==> src/verilog/pin_gpio_pkg.sv <==
// Package: register map and field layout of the pin output data latch
package pin_gpio_pkg;
    localparam int          ADDR_W           = 4;
    // Register byte offsets
    localparam logic [3:0]  OFF_OUTPUT_DATA  = 4'h0;
    localparam logic [3:0]  OFF_PIN_FUNCTION = 4'h4;
    localparam logic [3:0]  OFF_PIN_DIRECTION = 4'h8;
    // Field positions
    localparam int          POS_SLAVE_OUT    = 11;
    localparam int          POS_SLAVE_IN     = 10;
    localparam int          POS_SERIAL_CLOCK = 9;
    localparam int          POS_HANDSHAKE    = 8;
    localparam int          POS_CHIP_SELECT  = 0;
    localparam int          NUM_PINS         = 12;
    // Reset values
    localparam logic [11:0] RESET_OUTPUT_DATA = 12'h000;
    localparam logic [11:0] RESET_PIN_CONFIG  = 12'h000;
    // AXI responses
    localparam logic [1:0]  RESP_OKAY        = 2'h0;
    localparam logic [1:0]  RESP_SLVERR      = 2'h2;
endpackage

==> src/verilog/spi_pin_gpio_data_out.sv <==
// Output data latch for serial port pins used as general-purpose outputs
// Functional notes
// - Bits 31-12 of the output data register read as zero and ignore writes.
// - Bit 11 holds the slave-out value, driven on that pin only when it is a GPIO output.
// - Bit 10 holds the slave-in value, driven on that pin only when it is a GPIO output.
// - Bit 9 holds the serial clock value, driven on that pin only when it is a GPIO output.
// - Bit 8 holds the handshake value, driven on that pin only when it is a GPIO output.
// - Bits 7-0 hold one chip-select value each, driven on pin n only when it is a GPIO output.
// - A stored 0 drives the pin low and a stored 1 drives it high.
// - Reset clears every writable data bit and every reserved bit to zero.
module spi_pin_gpio_data_out #(
    parameter int CS_PINS = 8
) (
    // Clock and reset
    input  wire logic                aclk,
    input  wire logic                aresetn,
    // AXI4-Lite write address
    input  wire logic [31:0]         s_axi_awaddr,
    input  wire logic                s_axi_awvalid,
    output logic                     s_axi_awready,
    // AXI4-Lite write data
    input  wire logic [31:0]         s_axi_wdata,
    input  wire logic [3:0]          s_axi_wstrb,
    input  wire logic                s_axi_wvalid,
    output logic                     s_axi_wready,
    // AXI4-Lite write response
    output logic [1:0]               s_axi_bresp,
    output logic                     s_axi_bvalid,
    input  wire logic                s_axi_bready,
    // AXI4-Lite read address
    input  wire logic [31:0]         s_axi_araddr,
    input  wire logic                s_axi_arvalid,
    output logic                     s_axi_arready,
    // AXI4-Lite read data
    output logic [31:0]              s_axi_rdata,
    output logic [1:0]               s_axi_rresp,
    output logic                     s_axi_rvalid,
    input  wire logic                s_axi_rready,
    // Pins: value, and output enable (low while driving)
    output logic                     slave_out_pin_o,
    output logic                     slave_out_pin_oe_n,
    output logic                     slave_in_pin_o,
    output logic                     slave_in_pin_oe_n,
    output logic                     serial_clock_pin_o,
    output logic                     serial_clock_pin_oe_n,
    output logic                     handshake_pin_o,
    output logic                     handshake_pin_oe_n,
    output logic [CS_PINS-1:0]       chip_select_pins_o,
    output logic [CS_PINS-1:0]       chip_select_pins_oe_n
);

    typedef struct packed {
        logic        awready;
        logic        wready;
        logic        aw_held;
        logic [3:0]  aw_addr;
        logic        w_held;
        logic [31:0] w_data;
        logic [3:0]  w_strb;
        logic        bvalid;
        logic [1:0]  bresp;
        logic        arready;
        logic        rvalid;
        logic [31:0] rdata;
        logic [1:0]  rresp;
        logic [11:0] pin_output_data;
        logic [11:0] pin_function;
        logic [11:0] pin_direction;
        logic [11:0] pin_value;
        logic [11:0] pin_oe_n;
    } state_t;

    state_t state;
    state_t next_state;

    // Applies byte strobes to the low 12 bits; upper bits are dropped
    function automatic logic [11:0] merge12(input logic [11:0] old,
                                            input logic [31:0] data,
                                            input logic [3:0]  strb);
        logic [11:0] res;
        res = old;
        if (strb[0]) begin
            res[7:0] = data[7:0];
        end
        if (strb[1]) begin
            res[11:8] = data[11:8];
        end
        return res;
    endfunction

    // Writable chip-select positions beyond CS_PINS stay zero
    localparam logic [11:0] DATA_MASK = 12'hF00 | 12'((1 << CS_PINS) - 1);

    always_comb begin
        logic [11:0] gpio_out;
        logic        do_write;
        gpio_out   = '0;
        do_write   = 1'b0;
        next_state = state;
        // Write channel: accept address and data in either order
        if (state.awready && s_axi_awvalid) begin
            next_state.aw_held = 1'b1;
            next_state.aw_addr = s_axi_awaddr[3:0];
            next_state.awready = 1'b0;
        end
        if (state.wready && s_axi_wvalid) begin
            next_state.w_held = 1'b1;
            next_state.w_data = s_axi_wdata;
            next_state.w_strb = s_axi_wstrb;
            next_state.wready = 1'b0;
        end
        if (state.aw_held && state.w_held && !state.bvalid) begin
            do_write           = 1'b1;
            next_state.aw_held = 1'b0;
            next_state.w_held  = 1'b0;
            next_state.bvalid  = 1'b1;
            next_state.bresp   = pin_gpio_pkg::RESP_OKAY;
            case (state.aw_addr)
                pin_gpio_pkg::OFF_OUTPUT_DATA: begin
                    next_state.pin_output_data = merge12(state.pin_output_data,
                        state.w_data, state.w_strb) & DATA_MASK;
                end
                pin_gpio_pkg::OFF_PIN_FUNCTION: begin
                    next_state.pin_function = merge12(state.pin_function,
                        state.w_data, state.w_strb) & DATA_MASK;
                end
                pin_gpio_pkg::OFF_PIN_DIRECTION: begin
                    next_state.pin_direction = merge12(state.pin_direction,
                        state.w_data, state.w_strb) & DATA_MASK;
                end
                default: begin
                    next_state.bresp = pin_gpio_pkg::RESP_SLVERR;
                end
            endcase
        end
        if (state.bvalid && s_axi_bready) begin
            next_state.bvalid  = 1'b0;
            next_state.awready = 1'b1;
            next_state.wready  = 1'b1;
        end
        // Read channel: one read at a time, answered the cycle after the address
        if (state.arready && s_axi_arvalid) begin
            next_state.arready = 1'b0;
            next_state.rvalid  = 1'b1;
            next_state.rresp   = pin_gpio_pkg::RESP_OKAY;
            next_state.rdata   = '0;
            case (s_axi_araddr[3:0])
                pin_gpio_pkg::OFF_OUTPUT_DATA: begin
                    next_state.rdata[11:0] = state.pin_output_data;
                end
                pin_gpio_pkg::OFF_PIN_FUNCTION: begin
                    next_state.rdata[11:0] = state.pin_function;
                end
                pin_gpio_pkg::OFF_PIN_DIRECTION: begin
                    next_state.rdata[11:0] = state.pin_direction;
                end
                default: begin
                    next_state.rresp = pin_gpio_pkg::RESP_SLVERR;
                end
            endcase
        end
        if (state.rvalid && s_axi_rready) begin
            next_state.rvalid  = 1'b0;
            next_state.arready = 1'b1;
        end
        // Pins: a pin is driven only as GPIO (function 0) with direction output
        gpio_out = ~state.pin_function & state.pin_direction;
        next_state.pin_value = state.pin_output_data & gpio_out;
        next_state.pin_oe_n  = ~gpio_out;
        if (!aresetn) begin
            next_state                 = '0;
            next_state.pin_output_data = pin_gpio_pkg::RESET_OUTPUT_DATA;
            next_state.pin_function    = pin_gpio_pkg::RESET_PIN_CONFIG;
            next_state.pin_direction   = pin_gpio_pkg::RESET_PIN_CONFIG;
            next_state.pin_oe_n        = '1;
            next_state.awready         = 1'b1;
            next_state.wready          = 1'b1;
            next_state.arready         = 1'b1;
        end
        if (do_write && !aresetn) begin
            next_state.bvalid = 1'b0;
        end
    end

    // Timing seen from the bus side:
    //  - address and data are parked in aw_held / w_held on the edge they are taken
    //  - the register updates and bvalid rises one edge after both are parked
    //  - the pins follow one edge after the register, so every pin output
    //    comes straight from a flip-flop and never from the decode logic
    // The extra pin stage costs a cycle of latency; nothing in the pin path
    // is timing critical, and a registered pin cannot glitch when the
    // function and direction registers are rewritten in one burst.
    // Reset is synchronous: aresetn is sampled like any other input, so it
    // must be held across at least one rising edge of aclk.

    // Single state register; all next values are formed above
    always_ff @(posedge aclk) begin
        state <= next_state;
    end

    // Bus and pin outputs are plain taps of the state register

    assign s_axi_awready         = state.awready;
    assign s_axi_wready          = state.wready;
    assign s_axi_bvalid          = state.bvalid;
    assign s_axi_bresp           = state.bresp;
    assign s_axi_arready         = state.arready;
    assign s_axi_rvalid          = state.rvalid;
    assign s_axi_rdata           = state.rdata;
    assign s_axi_rresp           = state.rresp;
    assign slave_out_pin_o       = state.pin_value[pin_gpio_pkg::POS_SLAVE_OUT];
    assign slave_out_pin_oe_n    = state.pin_oe_n[pin_gpio_pkg::POS_SLAVE_OUT];
    assign slave_in_pin_o        = state.pin_value[pin_gpio_pkg::POS_SLAVE_IN];
    assign slave_in_pin_oe_n     = state.pin_oe_n[pin_gpio_pkg::POS_SLAVE_IN];
    assign serial_clock_pin_o    = state.pin_value[pin_gpio_pkg::POS_SERIAL_CLOCK];
    assign serial_clock_pin_oe_n = state.pin_oe_n[pin_gpio_pkg::POS_SERIAL_CLOCK];
    assign handshake_pin_o       = state.pin_value[pin_gpio_pkg::POS_HANDSHAKE];
    assign handshake_pin_oe_n    = state.pin_oe_n[pin_gpio_pkg::POS_HANDSHAKE];
    assign chip_select_pins_o    = state.pin_value[pin_gpio_pkg::POS_CHIP_SELECT +: CS_PINS];
    assign chip_select_pins_oe_n = state.pin_oe_n[pin_gpio_pkg::POS_CHIP_SELECT +: CS_PINS];

endmodule // spi_pin_gpio_data_out
==> config.mk <==
export PLATFORM = sky130hd
export DESIGN_NAME = spi_pin_gpio_data_out
export DESIGN_NICKNAME = d
export VERILOG_FILES = /design/src/verilog/pin_gpio_pkg.sv /design/src/verilog/spi_pin_gpio_data_out.sv
export SDC_FILE = /design/constraint.sdc
export NUM_CORES = 1
export LEC_CHECK = 0
export ABC_AREA = 1
export BUFFER_PORTS_ARGS = -buffer_cell sky130_fd_sc_hd__buf_2
export CORE_MARGIN = 8
export CORE_UTILIZATION = 53
export CTS_BUF_LIST = sky130_fd_sc_hd__clkbuf_4 sky130_fd_sc_hd__clkbuf_8
export DETAILED_ROUTE_END_ITERATION = 8
export GPL_TIMING_DRIVEN = 0
export PLACE_DENSITY = 0.95
export SYNTH_ARGS = -nofsm -noshare
export SYNTH_HDL_FRONTEND = slang
export SYNTH_SLANG_ARGS = --single-unit
==> constraint.sdc <==
create_clock -name aclk -period 2.1 [get_ports aclk]
set_input_delay 0.105 -clock aclk [delete_from_list [all_inputs] [get_ports aclk]]
set_output_delay 0.105 -clock aclk [all_outputs]
set_load 0.05 [all_outputs]
---- Word-level counts from Yosys, hierarchy flattened ----
Index checks and enable logic that the tools add are counted.
cells by class
  equal/unequal tests ..................... 4
  bitwise operators ....................... 5
  mux-type cells .......................... 4
  reductions and logical operators ........ 24
operators with widths
  cell                count
  $pmux 12 s3         1
  $and 12x12->12      2
  $not 12->12         2
  $reduce_and 3->1    6
  $reduce_or 3->1     3
  $eq 4x3->1 const B  2
  $eq 4x4->1 const B  2
  $logic_and 1x1->1   8
  $logic_not 4->1     2
  $reduce_or 2->1     3
  $mux 2              2
  $logic_not 1->1     2
  $mux 1              1
  $not 1->1           1
storage, ports and cells
  input bits .............................. 107
  register bits after elaboration ......... 101
  word-level logic and storage cells ...... 58
  output and inout bits ................... 65

---- Logic depth before layout (Yosys ltp) ----
Gate-level depths: netlist of run 1.
  word-level depth ........................ 5
  gate-level depth with buffers ........... 7

---- Worst setup path before layout of run 1 ----
OpenSTA, ideal clock, no wires.
  kind .................................... register -> register
  start point ............................. register state (netlist bit s_axi_arready)
  end point ............................... register state (netlist bit s_axi_rdata[10])
  setup slack ............................. 0.699 ns
  cell stages (with the launch flop) ...... 6
  data arrival time ....................... 1.330 ns
  data required time ...................... 2.030 ns
  cell sequence ........................... dfxtp_1 > nand2_1 > inv_1 > buf_2 > nand2_1 > a21oi_1
between the ends
  word-level cells in the longest chain between the ends .. 1
RTL lines
  what                    RTL line                      text
  from (decl)             spi_pin_gpio_data_out.sv:73   state_t state;
  from (signal assigned)  spi_pin_gpio_data_out.sv:198  state <= next_state;
  $logic_and 1x1->1       spi_pin_gpio_data_out.sv:142  if (state.arready && s_axi_arvalid) begin
Every way passes these cells.
A chain may end at the register's enable or synchronous reset.

---- Final worst setup path of run 1 ----
  start point ............................. register state[137] in the netlist's numbering
  end point ............................... register state[56] in the netlist's numbering
between the ends
  word-level cells in the longest chain between the ends .. 2
RTL lines
  what                        RTL line                      text
  $logic_not 4->1             spi_pin_gpio_data_out.sv:118  case (state.aw_addr)
  $reduce_and 3->1 (no line)  -
Every way passes these cells.

==> results.env, run 1 <==
TIMING_WORST_SETUP_PATH_TYPE='reg -> reg'
CLKTRANSATPATHREGS_NS=0.09
FMAXACHIEVABLE_GHz=0.734
TIMING.CRITICAL_PATH.FROM='state[137]$_SDFFE_PN0P_'
CRITPATHBUFINV=1
DRIVE_ABOVE_1_SHARE_PCT=25.8
GR-USAGE-ALL-LAYERS_PCT=17.9
TIMING.SETUP.TNS_NS=0
SYNTH_LARGEST_AREA_CELL='dfxtp_1'
DRT_FIRST_PASS_ITERS=5
PLACEABLECOREAREA_UM2=7250
SYNTH_COMMONEST_CELLS='115 x nor2_1, 99 x dfxtp_1, 56 x o21ai_0'
HOLD_CLASS='in -> reg'
CLOCK_LATENCY_NS=0.36
GRT_PASS1_WL_UM=14900
INTERNAL_POWER_W=0.00250
BOUNDARYPINS=172
PEAK_VDD_IR_mV=0.593
TOTAL_POWER_W=0.00347
P_CLK_SHARE_PCT=31.2
WORST_HOLD_STARTPOINT='s_axi_wdata[6]'
SYNTH_TOP_AREA_SHARE_PCT=49.7
POSTCTSHOLDBUFS=12
POWER.SHARE.COMBINATIONAL_PCT=12.2
YOSYS.CELL_COUNT.TOP_TYPE='nor2_1'
SYNTH_EDF_COUNT=0
FRACTION_OF_THE_YOSYS_AREA_TAKEN_BY_SEQUENTIAL_CELLS_PCT=49.7
PART_OF_THE_CYCLE_THE_WORST_PATH_NEEDS_PCT=64.9
CRITPATHMAXFANOUT=5
DIE_H_UM=103
POWER_PER_CELL_AREA_nW_PER_UM2=718
SYN-CELL-AREA_UM2=3980
RSZ_0062_RAISED_AFTER_GLOBAL_ROUTING='false'
TRITONCTS_NUM_SINKS=99
OUTCOME='finished clean'
CORE.ROWCOUNT=31
TRITONCTS='built'
SW_SHARE_PCT=28.0
ANT_NETS=0
POST_SYN_INSTANCES=507
FIN_WORST_SKEW_NS=0.00704
MAX_STAGE_DELAY_NS=0.31
WORST-ENDPOINT-REQUIRED_NS=2.36
ANTENNA_VIOLATIONS_BEFORE_REPAIR=0
YOSYS_WARNINGS=0
START_KIND='flop'
POST_DP_HPWL_UM=7170
FIN_CRIT_NS=1.36
NETLIST-CELL-TYPE-COUNT=25
REMAINING_GLOBAL_ROUTE_OVERFLOW=0
CLOCKBUFFERDEPTH=2
WORST_SETUP_PATH_END_KIND='flop'
NUMPORTBUFFERS=71
POST_DRT_WL_PER_CELL_UM=12.5
ROUTE.VIAS.TOTAL=3512
TIMING.CRITICAL_PATH.ARRIVAL_NS=1.62
REMAINING_DRC_ERRORS=0
DR.FIRST_ITER.DRC_COUNT=198
ANT_CELLS=0
DIE_WIDTH_UM=103
AVGVIACOUNTPERCELL=4.84
MAX_CAP_VIOL_COUNT=0
START_UTIL_PCT=54.9
PIN_COUNT_OF_THE_BIGGEST_NET_ENTERING_GLOBAL_ROUTING=17
SLOWEST_LIBRARY_CELL_ON_THE_WORST_PATH='dfxtp_1'
SETUP_VIOLATIONS=0
GP_ROUTABILITY_CONGESTION=0.892
CTSROOTBUFFERMASTER='clkbuf_8'
NET-SWITCHING-POWER_W=0.000971
TIMING.CRITICAL_PATH.CELLS='inv_1 -> nand2_2 -> nor3_1 -> nand2_1 -> o21ai_0 -> nor2_1'
FINAL_CORE_AREA_UTILIZATION_PCT=66.7
POSTSYNTH.TOPFLOPCELL='dfxtp_1'
POSTSYNTH.ASYNCRESETSHARE_PCT=0
HTREEDEPTH=3
DESIGN.DIE.AREA_UM2=10500
SYNTH.AVG_CELL_AREA_UM2=7.86
REPORT.FINAL.SLEW_VIOL_COUNT=0
DETAIL_ROUTE.WIRELENGTH_UM=9060
FINAL.HOLD.WORST_SLACK_NS=0.0168
CTS_MADE_BUFFERS=9
TIMING.CRITICAL_PATH.MAX_DELAY_FAMILY='simple AND/OR/NAND/NOR gates'
POST_SYNTHESIS_REGISTER_BIT_COUNT=99
HOLD_VIOL_FINAL=0
NUMBER_OF_GLOBAL_ROUTE_VIAS_BEFORE_REPAIR=3489
SEQ_POWER_SHARE_PCT=56.6
REG2REG_FROM='state[137]$_SDFFE_PN0P_'
AREA_GROWTH_PCT=21.4
YS_TOP_CELLS_BY_AREA='dfxtp_1 50%, nor2_1 11%, buf_4 10%'
NNETSFINAL=729
POST_CTS_RESIZE_COUNT=0
POWER.LEAKAGE_nW=2.14
POST_CTS_BUFFERS=0
-- registers in the layout, summed over array words and instances (netlist names), 8 cells and up --
| signal | count |
|---|---|
| chip_select_pins_o | 8 |
| s_axi_rdata | 12 |
| state | 56 |
| chip_select_pins_oe_n | 8 |
-- final cells by class --
type	instances	area, um^2
Inverter	32	123
Tap cell	99	124
Clock buffer	10	131
Clock inverter	6	42.5
Fill cell	611	2420
Buffer	70	477
Multi-Input combinational cell	327	1480
Timing Repair Buffer	83	475
Sequential cell	99	1980
-- final timing paths --
path	cells after the start	slack (ns)	to
setup / recovery	6	0.74	state[56]$_SDFFE_PN0P_
hold / removal	3	0.02	state[109]$_SDFFE_PN0P_
setup reg to reg	6	0.74	state[56]$_SDFFE_PN0P_
hold reg to reg	2	0.45	chip_select_pins_o[6]$_SDFF_PN0_
-- placed cells by master (no fill, tap or decap), drive strengths merged --
| cell | Yosys | final |
|---|---|---|
| clkinv | 3 | 7 |
| a21oi | 21 | 21 |
| nand3 | 49 | 49 |
| clkinvlp | 0 | 2 |
| dfxtp | 99 | 99 |
| nand2 | 43 | 43 |
| dlygate4sd3 | 0 | 12 |
| nand3b | 12 | 12 |
| o21ai | 56 | 56 |
| clkbuf | 8 | 18 |
| conb | 1 | 22 |
| nor3 | 3 | 3 |
| a21boi | 1 | 1 |
| buf | 62 | 133 |
| o21a | 1 | 1 |
| inv | 29 | 29 |
| a31oi | 2 | 2 |
| nor2 | 117 | 117 |
-- power groups by stage --
stage | Clock (W) | Sequential, W | Combinational (W)
finish | 0.00108 | 0.00196 | 0.000423
global route | 0.00119 | 0.00197 | 0.000461
CTS | 0.00110 | 0.00196 | 0.000419
detailed placement | 0 | 0.00201 | 0.000401
global placement | 0 | 0.00200 | 0.000389
floorplan | 0 | 0.00203 | 0.000287
-- stage by stage --
stage	cells	worst slack, ns	instance area, um^2
2_1_floorplan	528	0.699	4060
6_report	726	0.737	4840
3_3_place_gp	698	0.799	4540
3_5_place_dp	698	0.761	4540
5_1_grt	726	0.624	4840
4_1_cts	726	0.750	4840
-- worst min-delay path: cells and delay by family --
family,cells,cell delay (ns)
simple gates,1,0.09
buf+inv,1,0.08
compound gates,1,0.07
-- per-layer routing --
layer,vias to the layer above,global-route usage [%],part of all wire (%),wire (um)
met5,-,0,0,0
met4,0,9.14,1.4,130
met3,10,5.00,8.1,736
met2,145,29.9,47,4230
met1,1562,20.5,44,3960
li1,1795,-,-,-
-- kinds of logic after synthesis --
| family | Yosys count | synth area share, % |
|---|---|---|
| compound gates | 81 | 10.4 |
| buf+inv | 102 | 15.0 |
| flops | 99 | 49.7 |
| other cells | 1 | 0.0941 |
| simple gates | 224 | 24.7 |
Note: power is estimated with default switching activity, not from simulation.
==> inputs of run 2 (changes only) <==
--- a/config.mk
+++ b/config.mk
@@ -5,14 +5,14 @@
 export SDC_FILE = /design/constraint.sdc
 export NUM_CORES = 1
 export LEC_CHECK = 0
-export ABC_AREA = 1
+export ABC_AREA = 0
 export BUFFER_PORTS_ARGS = -buffer_cell sky130_fd_sc_hd__buf_2
 export CORE_MARGIN = 8
-export CORE_UTILIZATION = 53
+export CORE_UTILIZATION = 44
 export CTS_BUF_LIST = sky130_fd_sc_hd__clkbuf_4 sky130_fd_sc_hd__clkbuf_8
 export DETAILED_ROUTE_END_ITERATION = 8
 export GPL_TIMING_DRIVEN = 0
-export PLACE_DENSITY = 0.95
+export PLACE_DENSITY = 0.88
 export SYNTH_ARGS = -nofsm -noshare
 export SYNTH_HDL_FRONTEND = slang
 export SYNTH_SLANG_ARGS = --single-unit
==> constraint.sdc (replaced) <==
create_clock -name aclk -period 1.1 [get_ports aclk]
set_input_delay 0.055 -clock aclk [delete_from_list [all_inputs] [get_ports aclk]]
set_output_delay 0.055 -clock aclk [all_outputs]
set_load 0.05 [all_outputs]
==> results.env, run 2 <==
POST_DP_HPWL_UM=7120  # -0.78%
FINAL.HOLD.WORST_SLACK_NS=0.0311  # +0.0143 ns
MOST_COMMON_LIBRARY_CELL_IN_THE_LAYOUT_IGNORING_FILL_AND_TAPS='buf_4'
FRACTION_OF_THE_YOSYS_AREA_TAKEN_BY_SEQUENTIAL_CELLS_PCT=49.2  # -0.56 points
CORE.ROWCOUNT=35  # +13%
CLOCK_LATENCY_NS=0.38  # +0.02 ns
RSZ_0062_RAISED_AFTER_GLOBAL_ROUTING='true'
START_KIND='flop'
SLEW_AT_THE_PIN_CLOSEST_TO_ITS_MAX_SLEW_LIMIT_NS=0.652
NUMBER_OF_GLOBAL_ROUTE_VIAS_BEFORE_REPAIR=3429  # -1.7%
CLKTRANSATPATHREGS_NS=0.11  # +0.02 ns
DRIVE_ABOVE_1_SHARE_PCT=39.9  # +14 points
HOLD_VIOL_FINAL=0  # unchanged
DIE_WIDTH_UM=112  # +8.8%
POSTSYNTH.TOPFLOPCELL='dfxtp_1'
FIN_WORST_SKEW_NS=0.0196  # +0.0125 ns
REPORT.FINAL.SLEW_VIOL_COUNT=0  # unchanged
SYNTH_EDF_COUNT=0  # unchanged
AREA_GROWTH_PCT=38.4
DESIGN.DIE.AREA_UM2=12500  # +18%
NUMPORTBUFFERS=70  # -1.4%
PIN_COUNT_OF_THE_BIGGEST_NET_ENTERING_GLOBAL_ROUTING=19  # +2
PEAK_VDD_IR_mV=0.578  # -2.6%
REMAINING_DRC_ERRORS=0  # unchanged
POSTSYNTH.ASYNCRESETSHARE_PCT=0  # unchanged
REGMOSTFLOPS='state'
YS_TOP_CELLS_BY_AREA='dfxtp_1 49%, buf_4 10%, mux2i_1 7.0%'
TIMING.CRITICAL_PATH.ARRIVAL_NS=1.67  # +0.05 ns
DR.FIRST_ITER.DRC_COUNT=226  # +14%
LAYOUT.CELL_AREA.NON_FILLER_UM2=5580  # +15%
TRITONCTS_NUM_SINKS=99  # unchanged
CLOCKBUFFERDEPTH=2  # unchanged
WORST-ENDPOINT-REQUIRED_NS=1.35  # -1.01 ns
REMAINING_GLOBAL_ROUTE_OVERFLOW=0  # unchanged
SETUP_VIOLATIONS=51  # +51
CTS_MADE_BUFFERS=9  # unchanged
MAX_CAP_VIOL_COUNT=0  # unchanged
PLACEDINSTANCEAREA_UM2=4660  # +2.6%
YOSYS.CELL_COUNT.TOP_TYPE='dfxtp_1'
SYNTH_LARGEST_AREA_CELL='dfxtp_1'
HOLD_CLASS='in -> reg'
FMAXACHIEVABLE_GHz=0.705  # -3.9%
SYN-CELL-AREA_UM2=4030  # +1.1%
PART_OF_THE_CYCLE_THE_WORST_PATH_NEEDS_PCT=129  # +64 points
FINAL_CRITICAL_PATH_SETUP_SLACK_NS=-0.318  # -1.05 ns
PLACEABLECOREAREA_UM2=9060  # +25%
AVGVIACOUNTPERCELL=4.96  # +2.5%
NETLIST-CELL-TYPE-COUNT=33  # +32%
OUTCOME='complete, but fails checks'
WORST_SETUP_PATH_END_KIND='flop'
MOSTFREQUENTLAYOUTCELLS='89 x buf_4, 84 x dfxtp_1, 45 x nor2_1, 44 x nand2_1, 39 x buf_2'
POWER_PER_CELL_AREA_nW_PER_UM2=1230  # +71%
TRITONCTS='built'
DP_SLACK_NS=-0.456  # -1.22 ns
ANT_NETS=0  # unchanged
GR-USAGE-ALL-LAYERS_PCT=16.6  # -1.3 points
YOSYS_WARNINGS=0  # unchanged
CTSROOTBUFFERMASTER='clkbuf_8'
LARGEST_REGISTER_FFS=56  # unchanged
ANTENNA_VIOLATIONS_BEFORE_REPAIR=0  # unchanged
RELSLEWSLACK_PCT=56.2
FIN_CRIT_NS=1.42  # +0.0546 ns
GRT_PASS1_WL_UM=16700  # +12%
POWER.LEAKAGE_nW=2.51  # +17%
BOUNDARYPINS=172  # unchanged
TIMING_WORST_SETUP_PATH_TYPE='reg -> reg'
ROUTE.VIAS.TOTAL=3445  # -1.9%
ANT_CELLS=0  # unchanged
HTREEDEPTH=3  # unchanged
SYNTH_COMMONEST_CELLS='99 x dfxtp_1, 57 x nand2_1, 55 x buf_4'
POST_DRT_WL_PER_CELL_UM=15.2  # +22%
DRT_FIRST_PASS_ITERS=4  # -1
START_UTIL_PCT=44.4  # -10 points
SYNTH_TOP_AREA_SHARE_PCT=49.2  # -0.56 points
NNETSFINAL=686  # -5.9%
GP_ROUTABILITY_CONGESTION=0.827  # -7.2%
VIOLATED_CHECKS='negative setup slack'
SYNTH.AVG_CELL_AREA_UM2=9.30  # +18%
POST_SYN_INSTANCES=433  # -15%
POST_SYNTHESIS_REGISTER_BIT_COUNT=99  # unchanged
DIE_H_UM=112  # +8.8%
DETAIL_ROUTE.WIRELENGTH_UM=10600  # +17%
CRITPATHMAXFANOUT=8  # +3
-- run 2: final cells by class --
class	instances	area, um^2
Buffer	68	495
Timing Repair Buffer	113	878
Clock buffer	10	131
Inverter	18	67.6
Multi-Input combinational cell	270	1800
Fill cell	703	3490
Tap cell	111	139
Clock inverter	6	52.6
Sequential cell	99	2020
-- run 2: power by group --
part           total, W  switching [W]  leakage, nW  internal, W
clock           0.00225        0.00136       0.0975     0.000895
combinational  0.000883       0.000549         1.60     0.000335
sequential      0.00372      0.0000795        0.809      0.00364
-- run 2: metal layers --
layer	part of all wire, %	routed length, um	track usage [%]
met1	40	4180	18.5
met2	51	5410	28.7
met3	6.7	710	4.87
met4	2.6	275	7.29
met5	0	0	0
-- run 2: path summary, 6_finish.rpt --
check	depth (start not counted)	startpoint	endpoint	slack [ns]
max	4	state[139]$_SDFFE_PN0P_	state[48]$_SDFFE_PN0P_	-0.32
min	3	aresetn	s_axi_rdata[0]$_SDFFE_PN0P_	0.03
min reg2reg	2	state[55]$_SDFFE_PN0P_	chip_select_pins_o[7]$_SDFF_PN0_	0.44
max reg2reg	4	state[139]$_SDFFE_PN0P_	state[48]$_SDFFE_PN0P_	-0.32
-- run 2: through the flow --
step,setup TNS [ns],std cells,utilization (%),power [W]
6_report,-9.30,695,61.5,0.00686
3_3_place_gp,-18.18,635,51.4,0.00447
4_1_cts,-8.35,693,59.6,0.00682
5_1_grt,-13.21,695,61.5,0.00714
3_5_place_dp,-21.41,635,51.4,0.00449
2_1_floorplan,-7.69,454,-,0.00431
-- run 2: timing repair --
| action | 4_1_cts | 5_1_grt |
|---|---|---|
| pin swaps | 18 | 10 |
| gates cloned | 2 | 0 |
| hold buffers | 23 | 0 |
| resized for setup | 63 | 51 |
| buffers inserted | 17 | 3 |
| endpoints found under the hold margin | 25 | 0 |
| endpoints found under the setup margin | 85 | 83 |
-- run 2: cell families (layout without fill, tap and decap cells) --
| family | after synthesis | in the layout | synth area share, % |
|---|---|---|---|
| AO/OA/AOI/OAI | 72 | 72 | 11.7 |
| multiplexers | 32 | 32 | 8.07 |
| flip-flops | 99 | 99 | 49.2 |
| AND/OR/NAND/NOR | 143 | 144 | 17.8 |
| other | 1 | 22 | 0.0931 |
| buffers and inverters | 86 | 215 | 13.2 |
-- run 2: critical path: stages, from the launching register on --
cell and delay, ns:
dfxtp_4 0.38, nor4_4 0.38, nand3_4 0.24, mux2i_1 0.23, nor2_1 0.08
